`src/pkg/bwd_defines.svh`:
```
`ifndef BWD_DEFINES_SVH
`define BWD_DEFINES_SVH
// register numbers in processor status space
`define BWD_REG_IRQ_DATA 8'h16
`define BWD_REG_CORE_HOLD 8'h18
`define BWD_REG_SCRATCH 8'h20
`define BWD_REG_IBRK_ADDR 8'h30
`define BWD_REG_IBRK_CTRL 8'h40
`define BWD_REG_DW_ADDR1 8'h50
`define BWD_REG_DW_ADDR2 8'h60
`define BWD_REG_DW_CTRL 8'h70
`define BWD_REG_RW_MASK 8'h80
`define BWD_REG_RW_VALUE 8'h90
`define BWD_REG_RW_CTRL 8'h9c
`define BWD_REG_IRQ_TYPE 8'h15
// scratch words in tile configuration space
`define BWD_CFG_SCRATCH 8'h20
// control field positions
`define BWD_CTL_EN 0
`define BWD_CTL_SEL 1
`define BWD_CTL_LOAD 2
`define BWD_CTL_THR_LO 16
`define BWD_CTL_THR_HI 23
`define BWD_CTL_RST 32'h0000_0000
`define BWD_IBRK_CTL_MASK 32'h00ff_0003
`define BWD_DW_CTL_MASK 32'h00ff_0007
`define BWD_RW_CTL_MASK 32'h00ff_0003
`define BWD_HOLD_MASK 32'h0000_00ff
// cause codes
`define BWD_CAUSE_IBRK 3'h3
`define BWD_CAUSE_DW 3'h4
`define BWD_CAUSE_RW 3'h5
`endif

```
`src/pkg/bwd_pkg.sv`:
```
package bwd_pkg;
    typedef logic [31:0] bwd_word_t;
    typedef logic [2:0] bwd_cause_t;
    typedef enum logic [2:0] {
        BWD_HIT_NONE = 3'b001,
        BWD_HIT_CAPTURE = 3'b010,
        BWD_HIT_WAIT = 3'b100
    } bwd_hit_state_t;
endpackage : bwd_pkg

```
`src/rtl/bwd_first_hit.sv`:
```
`timescale 1ns/1ps
`default_nettype none
// lowest-numbered set request wins
module bwd_first_hit #(
    parameter int N = 4
) (
    input wire logic [N-1:0] req_in,
    output logic any_out,
    output logic [1:0] idx_out
);
    always_comb
    begin
        any_out = |req_in;
        idx_out = 2'h0;
        for (int i = N - 1; i >= 0; i--)
        begin
            if (req_in[i])
            begin
                idx_out = i[1:0];
            end
        end
    end
endmodule : bwd_first_hit
`default_nettype wire

```
`src/rtl/bwd_comparator.sv`:
```
`timescale 1ns/1ps
`default_nettype none
// one comparator slot of each kind, per index
module bwd_comparator (
    input wire logic [31:0] ib_target_in,
    input wire logic [31:0] ib_ctrl_in,
    input wire logic [31:0] pc_in,
    input wire logic [31:0] dw_first_in,
    input wire logic [31:0] dw_second_in,
    input wire logic [31:0] dw_ctrl_in,
    input wire logic [31:0] ea_in,
    input wire logic is_load_in,
    input wire logic [31:0] rw_mask_in,
    input wire logic [31:0] rw_value_in,
    input wire logic [31:0] rw_ctrl_in,
    input wire logic [31:0] res_id_in,
    input wire logic [7:0] ib_thr_in,
    input wire logic [7:0] ls_thr_in,
    input wire logic [7:0] rs_thr_in,
    input wire logic pc_valid_in,
    input wire logic ls_valid_in,
    input wire logic rs_valid_in,
    output logic ib_hit_out,
    output logic dw_hit_out,
    output logic rw_hit_out
);
    `include "bwd_defines.svh"
    logic pc_eq;
    logic cond_a;
    logic cond_b;
    logic dw_cond;
    logic rw_a;
    logic rw_b;
    assign pc_eq = (pc_in == ib_target_in);
    // equal or not equal selection thread gate enable
    assign ib_hit_out = pc_valid_in && ib_ctrl_in[`BWD_CTL_EN]
        && |(ib_ctrl_in[`BWD_CTL_THR_HI:`BWD_CTL_THR_LO] & ib_thr_in)
        && (ib_ctrl_in[`BWD_CTL_SEL] ? !pc_eq : pc_eq);
    // address matches against first and second
    assign cond_a = (ea_in == dw_first_in);
    assign cond_b = (ea_in == dw_second_in);
    // and/or combine
    assign dw_cond = dw_ctrl_in[`BWD_CTL_SEL] ? (cond_a || cond_b) : (cond_a && cond_b);
    // loads only when enabled for loads
    assign dw_hit_out = ls_valid_in && dw_ctrl_in[`BWD_CTL_EN] && dw_ctrl_in[`BWD_CTL_LOAD] && is_load_in
        && |(dw_ctrl_in[`BWD_CTL_THR_HI:`BWD_CTL_THR_LO] & ls_thr_in) && dw_cond;
    // masked match and unmasked match
    assign rw_a = ((res_id_in & rw_mask_in) == (rw_value_in & rw_mask_in));
    assign rw_b = (res_id_in == rw_value_in);
    assign rw_hit_out = rs_valid_in && rw_ctrl_in[`BWD_CTL_EN]
        && |(rw_ctrl_in[`BWD_CTL_THR_HI:`BWD_CTL_THR_LO] & rs_thr_in)
        && (rw_ctrl_in[`BWD_CTL_SEL] ? rw_b : rw_a);
endmodule : bwd_comparator
`default_nettype wire

```
`src/rtl/bwd_debug_unit.sv`:
```
// Contract
// - data watchpoint hit loads interrupt data with the access effective address.
// - resource watchpoint hit loads interrupt data with the accessed resource identifier.
// - after debug return, threads set in the hold vector stay stopped.
// - hold vector is eight bits, one per thread, stopping threads outside debug.
// - eight shared scratch words, visible in status and tile config spaces.
// - each instruction breakpoint holds a target; a met condition raises debug.
// - four independent instruction breakpoints with own address and control.
// - control bits 23:16 are a per-thread enable mask.
// - instruction control bit 1 picks equal or not-equal program counter match.
// - bit 0 enables a comparator; control fields reset to zero.
// - four first comparison addresses for data watchpoints.
// - four second comparison addresses for data watchpoints.
// - data control bit 2 lets the watchpoint trigger on loads.
// - data control bit 1 picks A and B, or A or B.
// - four resource watchpoint mask registers.
// - four resource watchpoint value registers.
// - resource control bit 1 picks condition A or condition B.
// - cause code is 3 instruction, 4 data, 5 resource.
// - on simultaneous hits the lowest number is reported.
`timescale 1ns/1ps
`default_nettype none
module bwd_debug_unit #(
    parameter int NUM_CMP = 4,
    parameter int NUM_THREADS = 8,
    parameter int NUM_SCRATCH = 8
) (
    input wire logic clk_sys_in,
    input wire logic arst_n_in,
    input wire logic debug_mode_in,
    input wire logic ps_wr_in,
    input wire logic ps_rd_in,
    input wire logic [7:0] ps_addr_in,
    input wire logic [31:0] ps_wdata_in,
    output logic [31:0] ps_rdata_out,
    input wire logic cfg_wr_in,
    input wire logic [2:0] cfg_idx_in,
    input wire logic [31:0] cfg_wdata_in,
    output logic [31:0] cfg_rdata_out,
    input wire logic pc_valid_in,
    input wire logic [31:0] pc_in,
    input wire logic [2:0] pc_thread_in,
    input wire logic ls_valid_in,
    input wire logic ls_load_in,
    input wire logic [31:0] ls_addr_in,
    input wire logic [2:0] ls_thread_in,
    input wire logic rs_valid_in,
    input wire logic [31:0] rs_id_in,
    input wire logic [2:0] rs_thread_in,
    output logic debug_irq_out,
    output bwd_pkg::bwd_cause_t cause_out,
    output logic [1:0] cmp_num_out,
    output logic [7:0] cause_thread_out,
    output logic [31:0] irq_data_out,
    output logic [7:0] thread_stop_out
);
    import bwd_pkg::*;
    `include "bwd_defines.svh"

    bwd_word_t scratch [NUM_SCRATCH];
    bwd_word_t ib_target [NUM_CMP];
    bwd_word_t ib_ctrl [NUM_CMP];
    bwd_word_t dw_first [NUM_CMP];
    bwd_word_t dw_second [NUM_CMP];
    bwd_word_t dw_ctrl [NUM_CMP];
    bwd_word_t rw_mask [NUM_CMP];
    bwd_word_t rw_value [NUM_CMP];
    bwd_word_t rw_ctrl [NUM_CMP];
    bwd_word_t irq_data;
    logic [7:0] core_hold;
    bwd_cause_t cause;
    logic [1:0] cmp_num;
    logic [7:0] cause_thread;
    logic irq_pend;
    logic [NUM_CMP-1:0] ib_hit;
    logic [NUM_CMP-1:0] dw_hit;
    logic [NUM_CMP-1:0] rw_hit;
    logic ib_any;
    logic dw_any;
    logic rw_any;
    logic [1:0] ib_idx;
    logic [1:0] dw_idx;
    logic [1:0] rw_idx;
    logic wr_ok;
    logic [7:0] pc_thr;
    logic [7:0] ls_thr;
    logic [7:0] rs_thr;
    logic in_window;
    bwd_hit_state_t state;
    bwd_hit_state_t next_state;

    // debug write gating, status reads are not gated by mode
    assign wr_ok = ps_wr_in && debug_mode_in;
    assign pc_thr = 8'h01 << pc_thread_in;
    assign ls_thr = 8'h01 << ls_thread_in;
    assign rs_thr = 8'h01 << rs_thread_in;

    // four comparator slots
    genvar g;
    generate
        for (g = 0; g < NUM_CMP; g++)
        begin : g_slot
            bwd_comparator u_cmp (
                .ib_target_in(ib_target[g]),
                .ib_ctrl_in(ib_ctrl[g]),
                .pc_in(pc_in),
                .dw_first_in(dw_first[g]),
                .dw_second_in(dw_second[g]),
                .dw_ctrl_in(dw_ctrl[g]),
                .ea_in(ls_addr_in),
                .is_load_in(ls_load_in),
                .rw_mask_in(rw_mask[g]),
                .rw_value_in(rw_value[g]),
                .rw_ctrl_in(rw_ctrl[g]),
                .res_id_in(rs_id_in),
                .ib_thr_in(pc_thr),
                .ls_thr_in(ls_thr),
                .rs_thr_in(rs_thr),
                .pc_valid_in(pc_valid_in),
                .ls_valid_in(ls_valid_in),
                .rs_valid_in(rs_valid_in),
                .ib_hit_out(ib_hit[g]),
                .dw_hit_out(dw_hit[g]),
                .rw_hit_out(rw_hit[g])
            );
        end
    endgenerate

    // lowest number wins
    bwd_first_hit #(.N(NUM_CMP)) u_ib_pick (.req_in(ib_hit), .any_out(ib_any), .idx_out(ib_idx));
    bwd_first_hit #(.N(NUM_CMP)) u_dw_pick (.req_in(dw_hit), .any_out(dw_any), .idx_out(dw_idx));
    bwd_first_hit #(.N(NUM_CMP)) u_rw_pick (.req_in(rw_hit), .any_out(rw_any), .idx_out(rw_idx));

    // comparator register writes, controls reset to zero
    always_ff @(posedge clk_sys_in or negedge arst_n_in)
    begin
        if (!arst_n_in)
        begin
            for (int i = 0; i < NUM_CMP; i++)
            begin
                ib_target[i] <= 32'h0000_0000;
                ib_ctrl[i] <= `BWD_CTL_RST;
                dw_first[i] <= 32'h0000_0000;
                dw_second[i] <= 32'h0000_0000;
                dw_ctrl[i] <= `BWD_CTL_RST;
                rw_mask[i] <= 32'h0000_0000;
                rw_value[i] <= 32'h0000_0000;
                rw_ctrl[i] <= `BWD_CTL_RST;
            end
        end
        else if (wr_ok)
        begin
            for (int i = 0; i < NUM_CMP; i++)
            begin
                if (ps_addr_in == `BWD_REG_IBRK_ADDR + 8'(i)) ib_target[i] <= ps_wdata_in;
                if (ps_addr_in == `BWD_REG_IBRK_CTRL + 8'(i)) ib_ctrl[i] <= ps_wdata_in & `BWD_IBRK_CTL_MASK;
                if (ps_addr_in == `BWD_REG_DW_ADDR1 + 8'(i)) dw_first[i] <= ps_wdata_in;
                if (ps_addr_in == `BWD_REG_DW_ADDR2 + 8'(i)) dw_second[i] <= ps_wdata_in;
                if (ps_addr_in == `BWD_REG_DW_CTRL + 8'(i)) dw_ctrl[i] <= ps_wdata_in & `BWD_DW_CTL_MASK;
                if (ps_addr_in == `BWD_REG_RW_MASK + 8'(i)) rw_mask[i] <= ps_wdata_in;
                if (ps_addr_in == `BWD_REG_RW_VALUE + 8'(i)) rw_value[i] <= ps_wdata_in;
                if (ps_addr_in == `BWD_REG_RW_CTRL + 8'(i)) rw_ctrl[i] <= ps_wdata_in & `BWD_RW_CTL_MASK;
            end
        end
    end

    // shared scratch, config side writes regardless of mode
    always_ff @(posedge clk_sys_in or negedge arst_n_in)
    begin
        if (!arst_n_in)
        begin
            for (int i = 0; i < NUM_SCRATCH; i++)
            begin
                scratch[i] <= 32'h0000_0000;
            end
        end
        else if (wr_ok && ps_addr_in[7:3] == `BWD_REG_SCRATCH >> 3)
        begin
            scratch[ps_addr_in[2:0]] <= ps_wdata_in;
        end
        else if (cfg_wr_in)
        begin
            scratch[cfg_idx_in] <= cfg_wdata_in;
        end
    end

    // hold vector
    always_ff @(posedge clk_sys_in or negedge arst_n_in)
    begin
        if (!arst_n_in)
        begin
            core_hold <= 8'h00;
        end
        else if (wr_ok && ps_addr_in == `BWD_REG_CORE_HOLD)
        begin
            core_hold <= ps_wdata_in[7:0];
        end
    end

    // held threads stop once debug mode is left
    assign thread_stop_out = debug_mode_in ? 8'h00 : core_hold;

    // trigger capture sequencer: one report per debug entry
    always_comb
    begin
        next_state = state;
        unique case (state)
            BWD_HIT_NONE:
            begin
                if (!debug_mode_in && (ib_any || dw_any || rw_any))
                begin
                    next_state = BWD_HIT_CAPTURE;
                end
            end
            BWD_HIT_CAPTURE:
            begin
                next_state = BWD_HIT_WAIT;
            end
            BWD_HIT_WAIT:
            begin
                if (debug_mode_in)
                begin
                    next_state = BWD_HIT_NONE;
                end
            end
            default:
            begin
                next_state = BWD_HIT_NONE;
            end
        endcase
    end

    assign in_window = (state == BWD_HIT_NONE) && !debug_mode_in;

    always_ff @(posedge clk_sys_in or negedge arst_n_in)
    begin
        if (!arst_n_in)
        begin
            state <= BWD_HIT_NONE;
        end
        else
        begin
            state <= next_state;
        end
    end

    // cause, number, thread and data capture
    always_ff @(posedge clk_sys_in or negedge arst_n_in)
    begin
        if (!arst_n_in)
        begin
            cause <= 3'h0;
            cmp_num <= 2'h0;
            cause_thread <= 8'h00;
            irq_data <= 32'h0000_0000;
        end
        else if (in_window && ib_any)
        begin
            cause <= `BWD_CAUSE_IBRK;
            cmp_num <= ib_idx;
            cause_thread <= {5'h00, pc_thread_in};
        end
        else if (in_window && dw_any)
        begin
            cause <= `BWD_CAUSE_DW;
            cmp_num <= dw_idx;
            cause_thread <= {5'h00, ls_thread_in};
            irq_data <= ls_addr_in;
        end
        else if (in_window && rw_any)
        begin
            cause <= `BWD_CAUSE_RW;
            cmp_num <= rw_idx;
            cause_thread <= {5'h00, rs_thread_in};
            irq_data <= rs_id_in;
        end
        else if (wr_ok && ps_addr_in == `BWD_REG_IRQ_DATA)
        begin
            irq_data <= ps_wdata_in;
        end
    end

    always_ff @(posedge clk_sys_in or negedge arst_n_in)
    begin
        if (!arst_n_in)
        begin
            irq_pend <= 1'b0;
        end
        else
        begin
            irq_pend <= in_window && (ib_any || dw_any || rw_any);
        end
    end

    assign debug_irq_out = irq_pend;
    assign cause_out = cause;
    assign cmp_num_out = cmp_num;
    assign cause_thread_out = cause_thread;
    assign irq_data_out = irq_data;
    assign cfg_rdata_out = scratch[cfg_idx_in];

    // status-space read mux
    always_comb
    begin
        ps_rdata_out = 32'h0000_0000;
        if (ps_rd_in)
        begin
            if (ps_addr_in == `BWD_REG_IRQ_DATA) ps_rdata_out = irq_data;
            if (ps_addr_in == `BWD_REG_IRQ_TYPE) ps_rdata_out = {14'h0000, cmp_num, cause_thread, 5'h00, cause};
            if (ps_addr_in == `BWD_REG_CORE_HOLD) ps_rdata_out = {24'h00_0000, core_hold};
            if (ps_addr_in[7:3] == 5'(`BWD_REG_SCRATCH >> 3)) ps_rdata_out = scratch[ps_addr_in[2:0]];
            for (int i = 0; i < NUM_CMP; i++)
            begin
                if (ps_addr_in == `BWD_REG_IBRK_ADDR + 8'(i)) ps_rdata_out = ib_target[i];
                if (ps_addr_in == `BWD_REG_IBRK_CTRL + 8'(i)) ps_rdata_out = ib_ctrl[i];
                if (ps_addr_in == `BWD_REG_DW_ADDR1 + 8'(i)) ps_rdata_out = dw_first[i];
                if (ps_addr_in == `BWD_REG_DW_ADDR2 + 8'(i)) ps_rdata_out = dw_second[i];
                if (ps_addr_in == `BWD_REG_DW_CTRL + 8'(i)) ps_rdata_out = dw_ctrl[i];
                if (ps_addr_in == `BWD_REG_RW_MASK + 8'(i)) ps_rdata_out = rw_mask[i];
                if (ps_addr_in == `BWD_REG_RW_VALUE + 8'(i)) ps_rdata_out = rw_value[i];
                if (ps_addr_in == `BWD_REG_RW_CTRL + 8'(i)) ps_rdata_out = rw_ctrl[i];
            end
        end
    end

    // checks
    a_dw_data_load: assert property (@(posedge clk_sys_in) disable iff (!arst_n_in)
        (in_window && !ib_any && dw_any) |=> (irq_data == $past(ls_addr_in) && cause == 3'h4))
        else $error("data hit did not capture address");
    a_rw_data_load: assert property (@(posedge clk_sys_in) disable iff (!arst_n_in)
        (in_window && !ib_any && !dw_any && rw_any) |=> (irq_data == $past(rs_id_in) && cause == 3'h5))
        else $error("resource hit did not capture id");
    a_hold_stops: assert property (@(posedge clk_sys_in) disable iff (!arst_n_in)
        !debug_mode_in |-> thread_stop_out == core_hold)
        else $error("held thread not stopped");
    a_hold_free: assert property (@(posedge clk_sys_in) disable iff (!arst_n_in)
        debug_mode_in |-> thread_stop_out == 8'h00)
        else $error("thread stopped in debug mode");
    a_scratch_shared: assert property (@(posedge clk_sys_in) disable iff (!arst_n_in)
        (cfg_wr_in && !(wr_ok && ps_addr_in[7:3] == 5'h04)) |=> scratch[$past(cfg_idx_in)] == $past(cfg_wdata_in))
        else $error("config scratch write lost");
    a_ib_cause: assert property (@(posedge clk_sys_in) disable iff (!arst_n_in)
        (in_window && ib_any) |=> (cause == 3'h3 && cmp_num == $past(ib_idx) && debug_irq_out))
        else $error("instruction hit cause wrong");
    a_lowest_wins: assert property (@(posedge clk_sys_in) disable iff (!arst_n_in)
        (in_window && ib_hit[0]) |=> cmp_num == 2'h0)
        else $error("lowest breakpoint not reported");
    a_disabled_quiet: assert property (@(posedge clk_sys_in) disable iff (!arst_n_in)
        !ib_ctrl[0][0] |-> !ib_hit[0])
        else $error("disabled breakpoint fired");
    a_no_write_outside: assert property (@(posedge clk_sys_in) disable iff (!arst_n_in)
        (!debug_mode_in && ps_wr_in) |=> $stable(core_hold))
        else $error("write accepted outside debug");
    a_thread_gate: assert property (@(posedge clk_sys_in) disable iff (!arst_n_in)
        !ib_ctrl[0][16 + pc_thread_in] |-> !ib_hit[0])
        else $error("breakpoint fired for masked thread");
    c_ib_hit: cover property (@(posedge clk_sys_in) disable iff (!arst_n_in) in_window && ib_any);
    c_dw_hit: cover property (@(posedge clk_sys_in) disable iff (!arst_n_in) in_window && dw_any && !ib_any);
    c_rw_hit: cover property (@(posedge clk_sys_in) disable iff (!arst_n_in) in_window && rw_any);
    c_hold_step: cover property (@(posedge clk_sys_in) disable iff (!arst_n_in) $fell(debug_mode_in) && |core_hold);
endmodule : bwd_debug_unit
`default_nettype wire

```
`config.mk`:
```
export PLATFORM = sky130hd
export DESIGN_NAME = bwd_debug_unit
export DESIGN_NICKNAME = d
export VERILOG_FILES = /design/src/pkg/bwd_pkg.sv /design/src/rtl/bwd_first_hit.sv /design/src/rtl/bwd_comparator.sv /design/src/rtl/bwd_debug_unit.sv
export VERILOG_INCLUDE_DIRS = /design/src /design/src/pkg
export SDC_FILE = /design/constraint.sdc
export NUM_CORES = 2
export LEC_CHECK = 0
export ABC_AREA = 1
export BUFFER_PORTS_ARGS = -buffer_cell sky130_fd_sc_hd__buf_2
export CAP_MARGIN = 10
export CORE_MARGIN = 10
export CORE_UTILIZATION = 45
export CTS_CLUSTER_SIZE = 30
export DETAILED_ROUTE_END_ITERATION = 6
export GPL_ROUTABILITY_DRIVEN = 1
export PLACE_DENSITY = 0.73
export SYNTH_ARGS = -nofsm -noshare
export SYNTH_HDL_FRONTEND = slang
export SYNTH_SLANG_ARGS = --single-unit
export TNS_END_PERCENT = 100
```
`constraint.sdc`:
```
create_clock -name clk_sys_in -period 6.9 [get_ports clk_sys_in]
set_input_delay 2.07 -clock clk_sys_in [delete_from_list [all_inputs] [get_ports clk_sys_in]]
set_output_delay 2.07 -clock clk_sys_in [all_outputs]
set_load 0.03 [all_outputs]
```
Word-level counts from Yosys, hierarchy flattened
Index checks and enable logic that the tools add are counted.
{"block": "totals", "rom_bits": 0, "mem_bits_rw": 0, "latch_bits": 0, "word_cells": 352, "inputBits": 190, "n_memories": 0, "ff_bits": 1077, "output_inout_bits": 118}
{"block": "op_classes", "magnitude_cmp": 4, "addsub": 0, "n_mux": 91, "mul": 0, "shifts": 3, "div_mod_pow": 0, "n_reduce_logical": 123, "n_bitwise": 23, "n_eq_ne": 61}
{"op": "32-bit 2-to-1 mux", "count": 46}
{"op": "32-bit equality test", "count": 20}
{"op": "256-bit bitwise mux", "count": 2}
{"op": "256-bit 2-to-1 mux", "count": 2}
{"op": "32-bit AND", "count": 8}
{"op": "32-bit binary-select mux with 3-bit select", "count": 2}
{"op": "32-bit demux with 3-bit select", "count": 2}
{"op": "8-bit by 7-bit equality test with 1-bit output (second input constant)", "count": 16}
{"op": "8-bit AND", "count": 12}
{"op": "8-bit equality test (second input constant)", "count": 12}
{"op": "8-bit OR reduction", "count": 12}
{"op": "2-bit AND reduction", "count": 34}
{"op": "1-bit logical AND", "count": 60}
{"op": "8-bit by 6-bit equality test with 1-bit output (second input constant)", "count": 4}
{"op": "8-bit 2-to-1 mux", "count": 4}
{"op": "2-bit 2-to-1 mux", "count": 15}
{"op": "8-bit by 5-bit equality test with 1-bit output (second input constant)", "count": 3}
{"op": "1-bit by 3-bit << shifter with 8-bit output (first input constant)", "count": 3}
{"op": "3-bit 2-to-1 mux", "count": 5}
{"op": "1-bit 2-to-1 mux", "count": 12}
{"op": "4-bit OR reduction", "count": 3}
{"op": "3-bit case mux with 3 select lines", "count": 1}
{"op": "4-bit greater-or-equal comparator (second input constant)", "count": 2}
{"op": "4-bit by 1-bit < comparator with 1-bit output (second input constant)", "count": 2}
{"op": "11 further kinds", "count": 23}

Longest topological paths before layout
{"block": "logic_depth", "ltp_word": 38, "mapped_depth": 33, "ltp_nobuf": 31}

Modules after synthesis
Synthesis repeated with hierarchy kept, for this count alone.
{"block": "unflattened", "hier_cells": 8282, "hier_area_um2": 61455.2}
{"mod": "bwd_debug_unit", "area_per_inst_um2": 51491.9, "n_inst": 1, "cells_each": 6271, "seq_area_each_um2": 26827.0}
{"mod": "bwd_comparator", "area_per_inst_um2": 2456.1, "n_inst": 4, "cells_each": 496, "seq_area_each_um2": 0.0}
{"mod": "bwd_first_hit", "area_per_inst_um2": 46.3, "n_inst": 3, "cells_each": 9, "seq_area_each_um2": 0.0}

Least setup slack after synthesis
OpenSTA, ideal clock, no wires.
{"block": "synth_timing", "path_type": "input to output", "from": "input ps_addr_in[5]", "to": "output ps_rdata_out[23]", "t_required_ns": 4.830, "arrival_time_ns": 4.528, "path_stages": 25, "path_slack_ns": 0.302, "path_buffers": 1, "path_cell_list": "buf_2 -> inv_1 -> nand4_2 -> or2_2 -> nor3_4 -> inv_2 -> nand2_1 -> inv_1 -> nand3_1 -> nand2_1 -> nand2_1 -> nand2_1 -> nand2_1 -> nand2_1 -> nand4_1 -> nand2_1 -> nand3_1 -> nand2_1 -> nand3_1 -> nand2_1 -> nand2_1 -> nand2_1 -> nand2_1 -> nand2_1 -> a21oi_1"}
{"block": "synth_between", "elab_chain_cells": 38, "word_cells_on_any_way": 73, "classes_between": "36 x eq/ne; 37 x mux"}
{"element": "start, declared", "line": "bwd_debug_unit.sv:33", "text": "input wire logic [7:0] ps_addr_in,"}
{"element": "8-bit by 5-bit equality test with 1-bit output (no source line)"}
{"element": "32-bit 2-to-1 mux", "line": "bwd_debug_unit.sv:308", "text": "if (ps_addr_in == `BWD_REG_IRQ_DATA) ps_rdata_out = irq_data;"}
{"element": "32-bit 2-to-1 mux", "line": "bwd_debug_unit.sv:309", "text": "if (ps_addr_in == `BWD_REG_IRQ_TYPE) ps_rdata_out = {14'h0000, cmp_num, cause_thread, 5'h00, cause};"}
{"element": "32-bit 2-to-1 mux", "line": "bwd_debug_unit.sv:310", "text": "if (ps_addr_in == `BWD_REG_CORE_HOLD) ps_rdata_out = {24'h00_0000, core_hold};"}
{"element": "32-bit 2-to-1 mux", "line": "bwd_debug_unit.sv:311", "text": "if (ps_addr_in[7:3] == 5'(`BWD_REG_SCRATCH >> 3)) ps_rdata_out = scratch[ps_addr_in[2:0]];"}
{"element": "32-bit 2-to-1 mux", "line": "bwd_debug_unit.sv:314", "text": "if (ps_addr_in == `BWD_REG_IBRK_ADDR + 8'(i)) ps_rdata_out = ib_target[i];"}
{"element": "32-bit 2-to-1 mux", "line": "bwd_debug_unit.sv:315", "text": "if (ps_addr_in == `BWD_REG_IBRK_CTRL + 8'(i)) ps_rdata_out = ib_ctrl[i];"}
{"element": "32-bit 2-to-1 mux", "line": "bwd_debug_unit.sv:316", "text": "if (ps_addr_in == `BWD_REG_DW_ADDR1 + 8'(i)) ps_rdata_out = dw_first[i];"}
{"element": "[22 not listed]"}
{"element": "32-bit 2-to-1 mux", "line": "bwd_debug_unit.sv:315"}
{"element": "32-bit 2-to-1 mux", "line": "bwd_debug_unit.sv:316"}
{"element": "32-bit 2-to-1 mux", "line": "bwd_debug_unit.sv:317", "text": "if (ps_addr_in == `BWD_REG_DW_ADDR2 + 8'(i)) ps_rdata_out = dw_second[i];"}
{"element": "32-bit 2-to-1 mux", "line": "bwd_debug_unit.sv:318", "text": "if (ps_addr_in == `BWD_REG_DW_CTRL + 8'(i)) ps_rdata_out = dw_ctrl[i];"}
{"element": "32-bit 2-to-1 mux", "line": "bwd_debug_unit.sv:319", "text": "if (ps_addr_in == `BWD_REG_RW_MASK + 8'(i)) ps_rdata_out = rw_mask[i];"}
{"element": "32-bit 2-to-1 mux", "line": "bwd_debug_unit.sv:320", "text": "if (ps_addr_in == `BWD_REG_RW_VALUE + 8'(i)) ps_rdata_out = rw_value[i];"}
{"element": "32-bit 2-to-1 mux (*)", "line": "bwd_debug_unit.sv:321", "text": "if (ps_addr_in == `BWD_REG_RW_CTRL + 8'(i)) ps_rdata_out = rw_ctrl[i];"}
{"element": "32-bit 2-to-1 mux (*)", "line": "bwd_debug_unit.sv:306", "text": "if (ps_rd_in)"}
{"element": "end, declared", "line": "bwd_debug_unit.sv:35", "text": "output logic [31:0] ps_rdata_out,"}
Every way passes the cells marked *; elsewhere a longest branch is shown, timed or not.

Final worst setup path
{"block": "layout_timing", "from": "input ps_addr_in[1]", "to": "output ps_rdata_out[28]"}
{"block": "layout_between", "elab_chain_cells": 38, "word_cells_on_any_way": 76, "classes_between": "35 x eq/ne; 40 x mux; 1 x bitwise"}
{"element": "8-bit by 5-bit equality test with 1-bit output (no source line) / 3-bit NOT with 4-bit output (equally long branches)"}
{"element": "32-bit 2-to-1 mux / 32-bit binary-select mux with 3-bit select (equally long branches)", "line": "bwd_debug_unit.sv:308, bwd_debug_unit.sv:311"}
{"element": "32-bit 2-to-1 mux, on equally long branches", "line": "bwd_debug_unit.sv:309, bwd_debug_unit.sv:311"}
{"element": "32-bit 2-to-1 mux, on equally long branches", "line": "bwd_debug_unit.sv:310, bwd_debug_unit.sv:311"}
{"element": "32-bit 2-to-1 mux", "line": "bwd_debug_unit.sv:311"}
{"element": "32-bit 2-to-1 mux", "line": "bwd_debug_unit.sv:314"}
{"element": "32-bit 2-to-1 mux", "line": "bwd_debug_unit.sv:315"}
{"element": "32-bit 2-to-1 mux", "line": "bwd_debug_unit.sv:316"}
{"element": "[22 not listed]"}
{"element": "32-bit 2-to-1 mux", "line": "bwd_debug_unit.sv:315"}
{"element": "32-bit 2-to-1 mux", "line": "bwd_debug_unit.sv:316"}
{"element": "32-bit 2-to-1 mux", "line": "bwd_debug_unit.sv:317"}
{"element": "32-bit 2-to-1 mux", "line": "bwd_debug_unit.sv:318"}
{"element": "32-bit 2-to-1 mux", "line": "bwd_debug_unit.sv:319"}
{"element": "32-bit 2-to-1 mux", "line": "bwd_debug_unit.sv:320"}
{"element": "32-bit 2-to-1 mux (*)", "line": "bwd_debug_unit.sv:321"}
{"element": "32-bit 2-to-1 mux (*)", "line": "bwd_debug_unit.sv:306"}
Every way passes the cells marked *; elsewhere a longest branch is shown, timed or not. The select of a mux whose other input is x is not followed.

==> out/results.tsv <==
stage	metric	value	unit
logic_synthesis	Post-synth EDFFs	0	
drt	WL/cell	31.6	um
timing	worst setup margin	-0.302	ns
logic_synthesis	FF+latch count, synth	1072	
drt	DRT Pass-1 Iters	7	
logic_synthesis	Cells after Synth	7590	
floorplanning	die footprint	147000	um^2
final_layout	commonest non-fill, non-tap cell in the layout	nand2_1	
timing	Final Cycle Share	104	%
final_layout	fin nets	8075	
grt	All-Layer GR Usage	40.0	%
timing	Final setup viols	32	
pwr	VDD IR max	0.245	mV
pwr	PD cells	224	nW/um^2
timing	Slew @ Worst Pin	1.32	ns
final_layout	Final Util	54.7	%
job	max-cap violations	0	
floorplanning	DIE HEIGHT	384	um
logic_synthesis	number of synthesis warnings	0	
final_layout	Area Growth Syn to Fin	20.8	%
logic_synthesis	Synth Flop Type	dfrtp_1	
cts	CTS H-tree depth	3	
min_path	worst hold path class	flop to flop	
pwr	combinational power share	14.3	%
drt	vias per cell	6.52	
cts	Num CTS Buffers	119	
floorplanning	Initial Util	45.3	%
setup_path	crit end category	output port	
placed_design	Placed Cells	9461	
floorplanning	FP Rows	133	
setup_path	critical path type	primary input to output port	
setup_path	CP Max Fanout	7	
final_layout	Fillers	12019	
cts	CTS tree	yes	
timing	Hold Fails Final Rpt	0	
grt	vias in the first global route	58399	
run_status	status	finished, violations left	
pwr	static leakage	31.8	nW
floorplanning	num ports	308	
logic_synthesis	Mean Syn Cell Area	7.86	um^2
drt	Detailed Route Iter0 Violations	11306	
timing	RSZ-0062 raised after global routing	yes	
placed_design	HPWL after DPL	220000	um
drt	DRC viols	61	
timing	min cycle time layout	7.20	ns
logic_synthesis	Async SR Flop Fraction	100	%
logic_synthesis	Seq/Total Area, Yosys	45.0	%
grt	antenna violations before repair	24	
cts	CTS Buffer Depth	3	
setup_path	crit path DAT	5.13	ns
logic_synthesis	Syn Std Cell Area	59600	um^2
timing	Worst Skew	0.0635	ns
pwr	share of power burned in registers	42.9	%
floorplanning	CORE AREA	132000	um^2
pwr	Switching Fraction	30.3	%
pwr	Int Pwr	11.2	mW
timing	Final Max Slew Viols	0	
cts	CTS Root Cell	clkbuf_16	
pwr	Clock Power Share	42.8	%
placed_design	Final Wtd Congestion	1.06	
drt	total wire length	308000	um
setup_path	Critical Path RT	4.83	ns
floorplanning	Die W	384	um
cts	worst skew pair latency	0.81	ns
run_status	failing checks	design-rule violations, negative setup slack	
cts	CTS clk-pin slew, worst paths	0.06	ns
timing	slew margin rel.	11.8	%
timing	fmax	139	MHz
grt	grt total ovfl	0	
final_layout	layout cell share with drive strength beyond 1	19.1	%
grt	global-route wire length before repair	430000	um
drt	post-route ant nets	0	
cts	clock tree sinks	1072	
setup_path	startpoint type of the worst setup path	primary input	
drt	vias	63634	
final_layout	Layout Cells excl Fill	9755	
pwr	Power Total	16.1	mW
placed_design	port buffer count	302	
pwr	P_sw	4.87	mW
logic_synthesis	post-synthesis cell type count	63	
grt	largest net degree at the start of global routing	128	
final_layout	commonest cells after routing, fill and taps aside	1760 x nand2_1, 1071 x dfrtp_1, 894 x o21ai_0	
-- power groups by stage --
stage	logic, mW	registers [mW]	clock network (mW)
after CTS	2.13	6.88	6.86
after detailed placement	2.04	6.98	0
after global routing	2.37	6.93	7.11
after floorplan	1.04	6.89	0
after global placement	2.01	6.98	0
final	2.30	6.91	6.90
-- flip-flops by register name, summed over array words and instances, names as in the netlist, 8 cells and up --
| signal | count |
|---|---|
| ib_ctrl | 40 |
| dw_ctrl | 44 |
| dw_second | 128 |
| scratch | 256 |
| dw_first | 128 |
| ib_target | 128 |
| irq_data_out | 32 |
| core_hold | 8 |
| rw_value | 128 |
| rw_ctrl | 40 |
| rw_mask | 128 |
-- critical path: stages --
cell	delay, ns
buf_12	0.12
buf_6	0.11
nor2_4	0.15
buf_4	0.19
clkbuf_16	0.18
buf_6	0.15
a221oi_2	0.08
nor2_2	0.26
o31ai_2	0.11
o21ai_2	0.09
nand4_1	0.19
nand2_2	0.13
nand3_2	0.09
nor2_2	0.15
nand3_1	0.09
nor2_1	0.13
nand4_1	0.16
nand2_1	0.14
nand4_1	0.15
nor2_1	0.14
nor2_1	0.05
buf_4	0.18
-- final timing paths --
| path | from | endpoint | slack (ns) | cells after the start |
|---|---|---|---|---|
| min in group asynchronous | arst_n_in | scratch[45]$_DFFE_PN0P_ | 1.36 | 1 |
| max reg2reg | dw_second[21]$_DFFE_PN0P_ | irq_data_out[30]$_DFFE_PN0P_ | 2.21 | 15 |
| min reg2reg | dw_ctrl[81]$_DFFE_PN0P_ | dw_ctrl[81]$_DFFE_PN0P_ | 0.49 | 2 |
| max in group asynchronous | arst_n_in | ib_ctrl[49]$_DFFE_PN0P_ | 4.06 | 3 |
| min | dw_ctrl[81]$_DFFE_PN0P_ | dw_ctrl[81]$_DFFE_PN0P_ | 0.49 | 2 |
| max | ps_addr_in[1] | ps_rdata_out[28] | -0.30 | 22 |
-- metal layers --
layer,part of all wire [%],wire [um],vias to the layer above,GRT usage [%]
met5,0.17,513,-,1.85
met4,8.3,25600,24,24.4
met3,17,51300,1361,16.8
met2,39,119000,5631,54.0
met1,36,112000,30190,52.3
li1,-,-,26428,-
-- per-stage QoR --
step           TNS, ns  instance area (um^2)  setup WS, ns  hold WS (ns)
2_1_floorplan        0                 59600         0.302         0.453
3_3_place_gp     -9.54                 65000        -0.438         0.466
3_5_place_dp    -10.19                 65000        -0.523         0.473
4_1_cts          -3.52                 70700        -0.223         0.486
5_1_grt          -9.19                 72000        -0.381         0.508
6_report         -5.91                 72000        -0.302         0.488
-- Yosys cell counts, types with 21 or more instances --
| library cell | number | area share [%] |
|---|---|---|
| o22ai_1 | 166 | 1.7 |
| clkbuf_1 | 503 | 3.2 |
| nand3_1 | 404 | 3.4 |
| a221oi_1 | 63 | 0.93 |
| a21oi_1 | 209 | 1.8 |
| nor3_1 | 40 | 0.34 |
| buf_2 | 64 | 0.54 |
| a22oi_1 | 73 | 0.92 |
| o211ai_1 | 74 | 0.93 |
| buf_1 | 21 | 0.13 |
| o221ai_1 | 241 | 3.5 |
| dfrtp_1 | 1071 | 45 |
| inv_1 | 615 | 3.9 |
| o21ai_0 | 926 | 7.8 |
| xnor2_1 | 254 | 3.7 |
| nand4_1 | 166 | 1.7 |
| o21ai_1 | 24 | 0.20 |
| nand2_1 | 1876 | 12 |
| nor2_1 | 282 | 1.8 |
| inv_2 | 23 | 0.14 |
| o21ai_2 | 29 | 0.43 |
| o2111ai_1 | 77 | 1.1 |
| or2_2 | 71 | 0.74 |
| nor4_1 | 65 | 0.68 |
| xor2_1 | 147 | 2.2 |
-- logic make-up after synthesis --
group,count (synthesis),synth area share (%)
AOI/OAI and AO/OA,1918,19.8
xor gates and xnor gates,401,5.89
buffers and inverters,1254,8.29
DFF,1072,45.0
other,1,0.00629
and+or+nand+nor,2944,21.0
-- repair_timing --
action                                  CTS  global route
buffers inserted                         27            25
hold buffers                              0             0
pin swaps                               122           222
endpoints found under the setup margin   32            32
gates resized for setup                 334           236
gates cloned                              6             7
-- final cells by class --
cell class                      instances  area, um^2  area share (%)
Timing Repair Buffer                  782        6620            9.20
Antenna cell                           13        32.5          0.0452
Sequential cell                      1072       26800            37.2
Clock inverter                         54         739            1.03
Inverter                              642        2450            3.40
Multi-Input combinational cell       5268       29800            41.3
Tap cell                             1755        2200            3.05
Clock buffer                          169        3390            4.70
(Power assumes the default switching activity.)
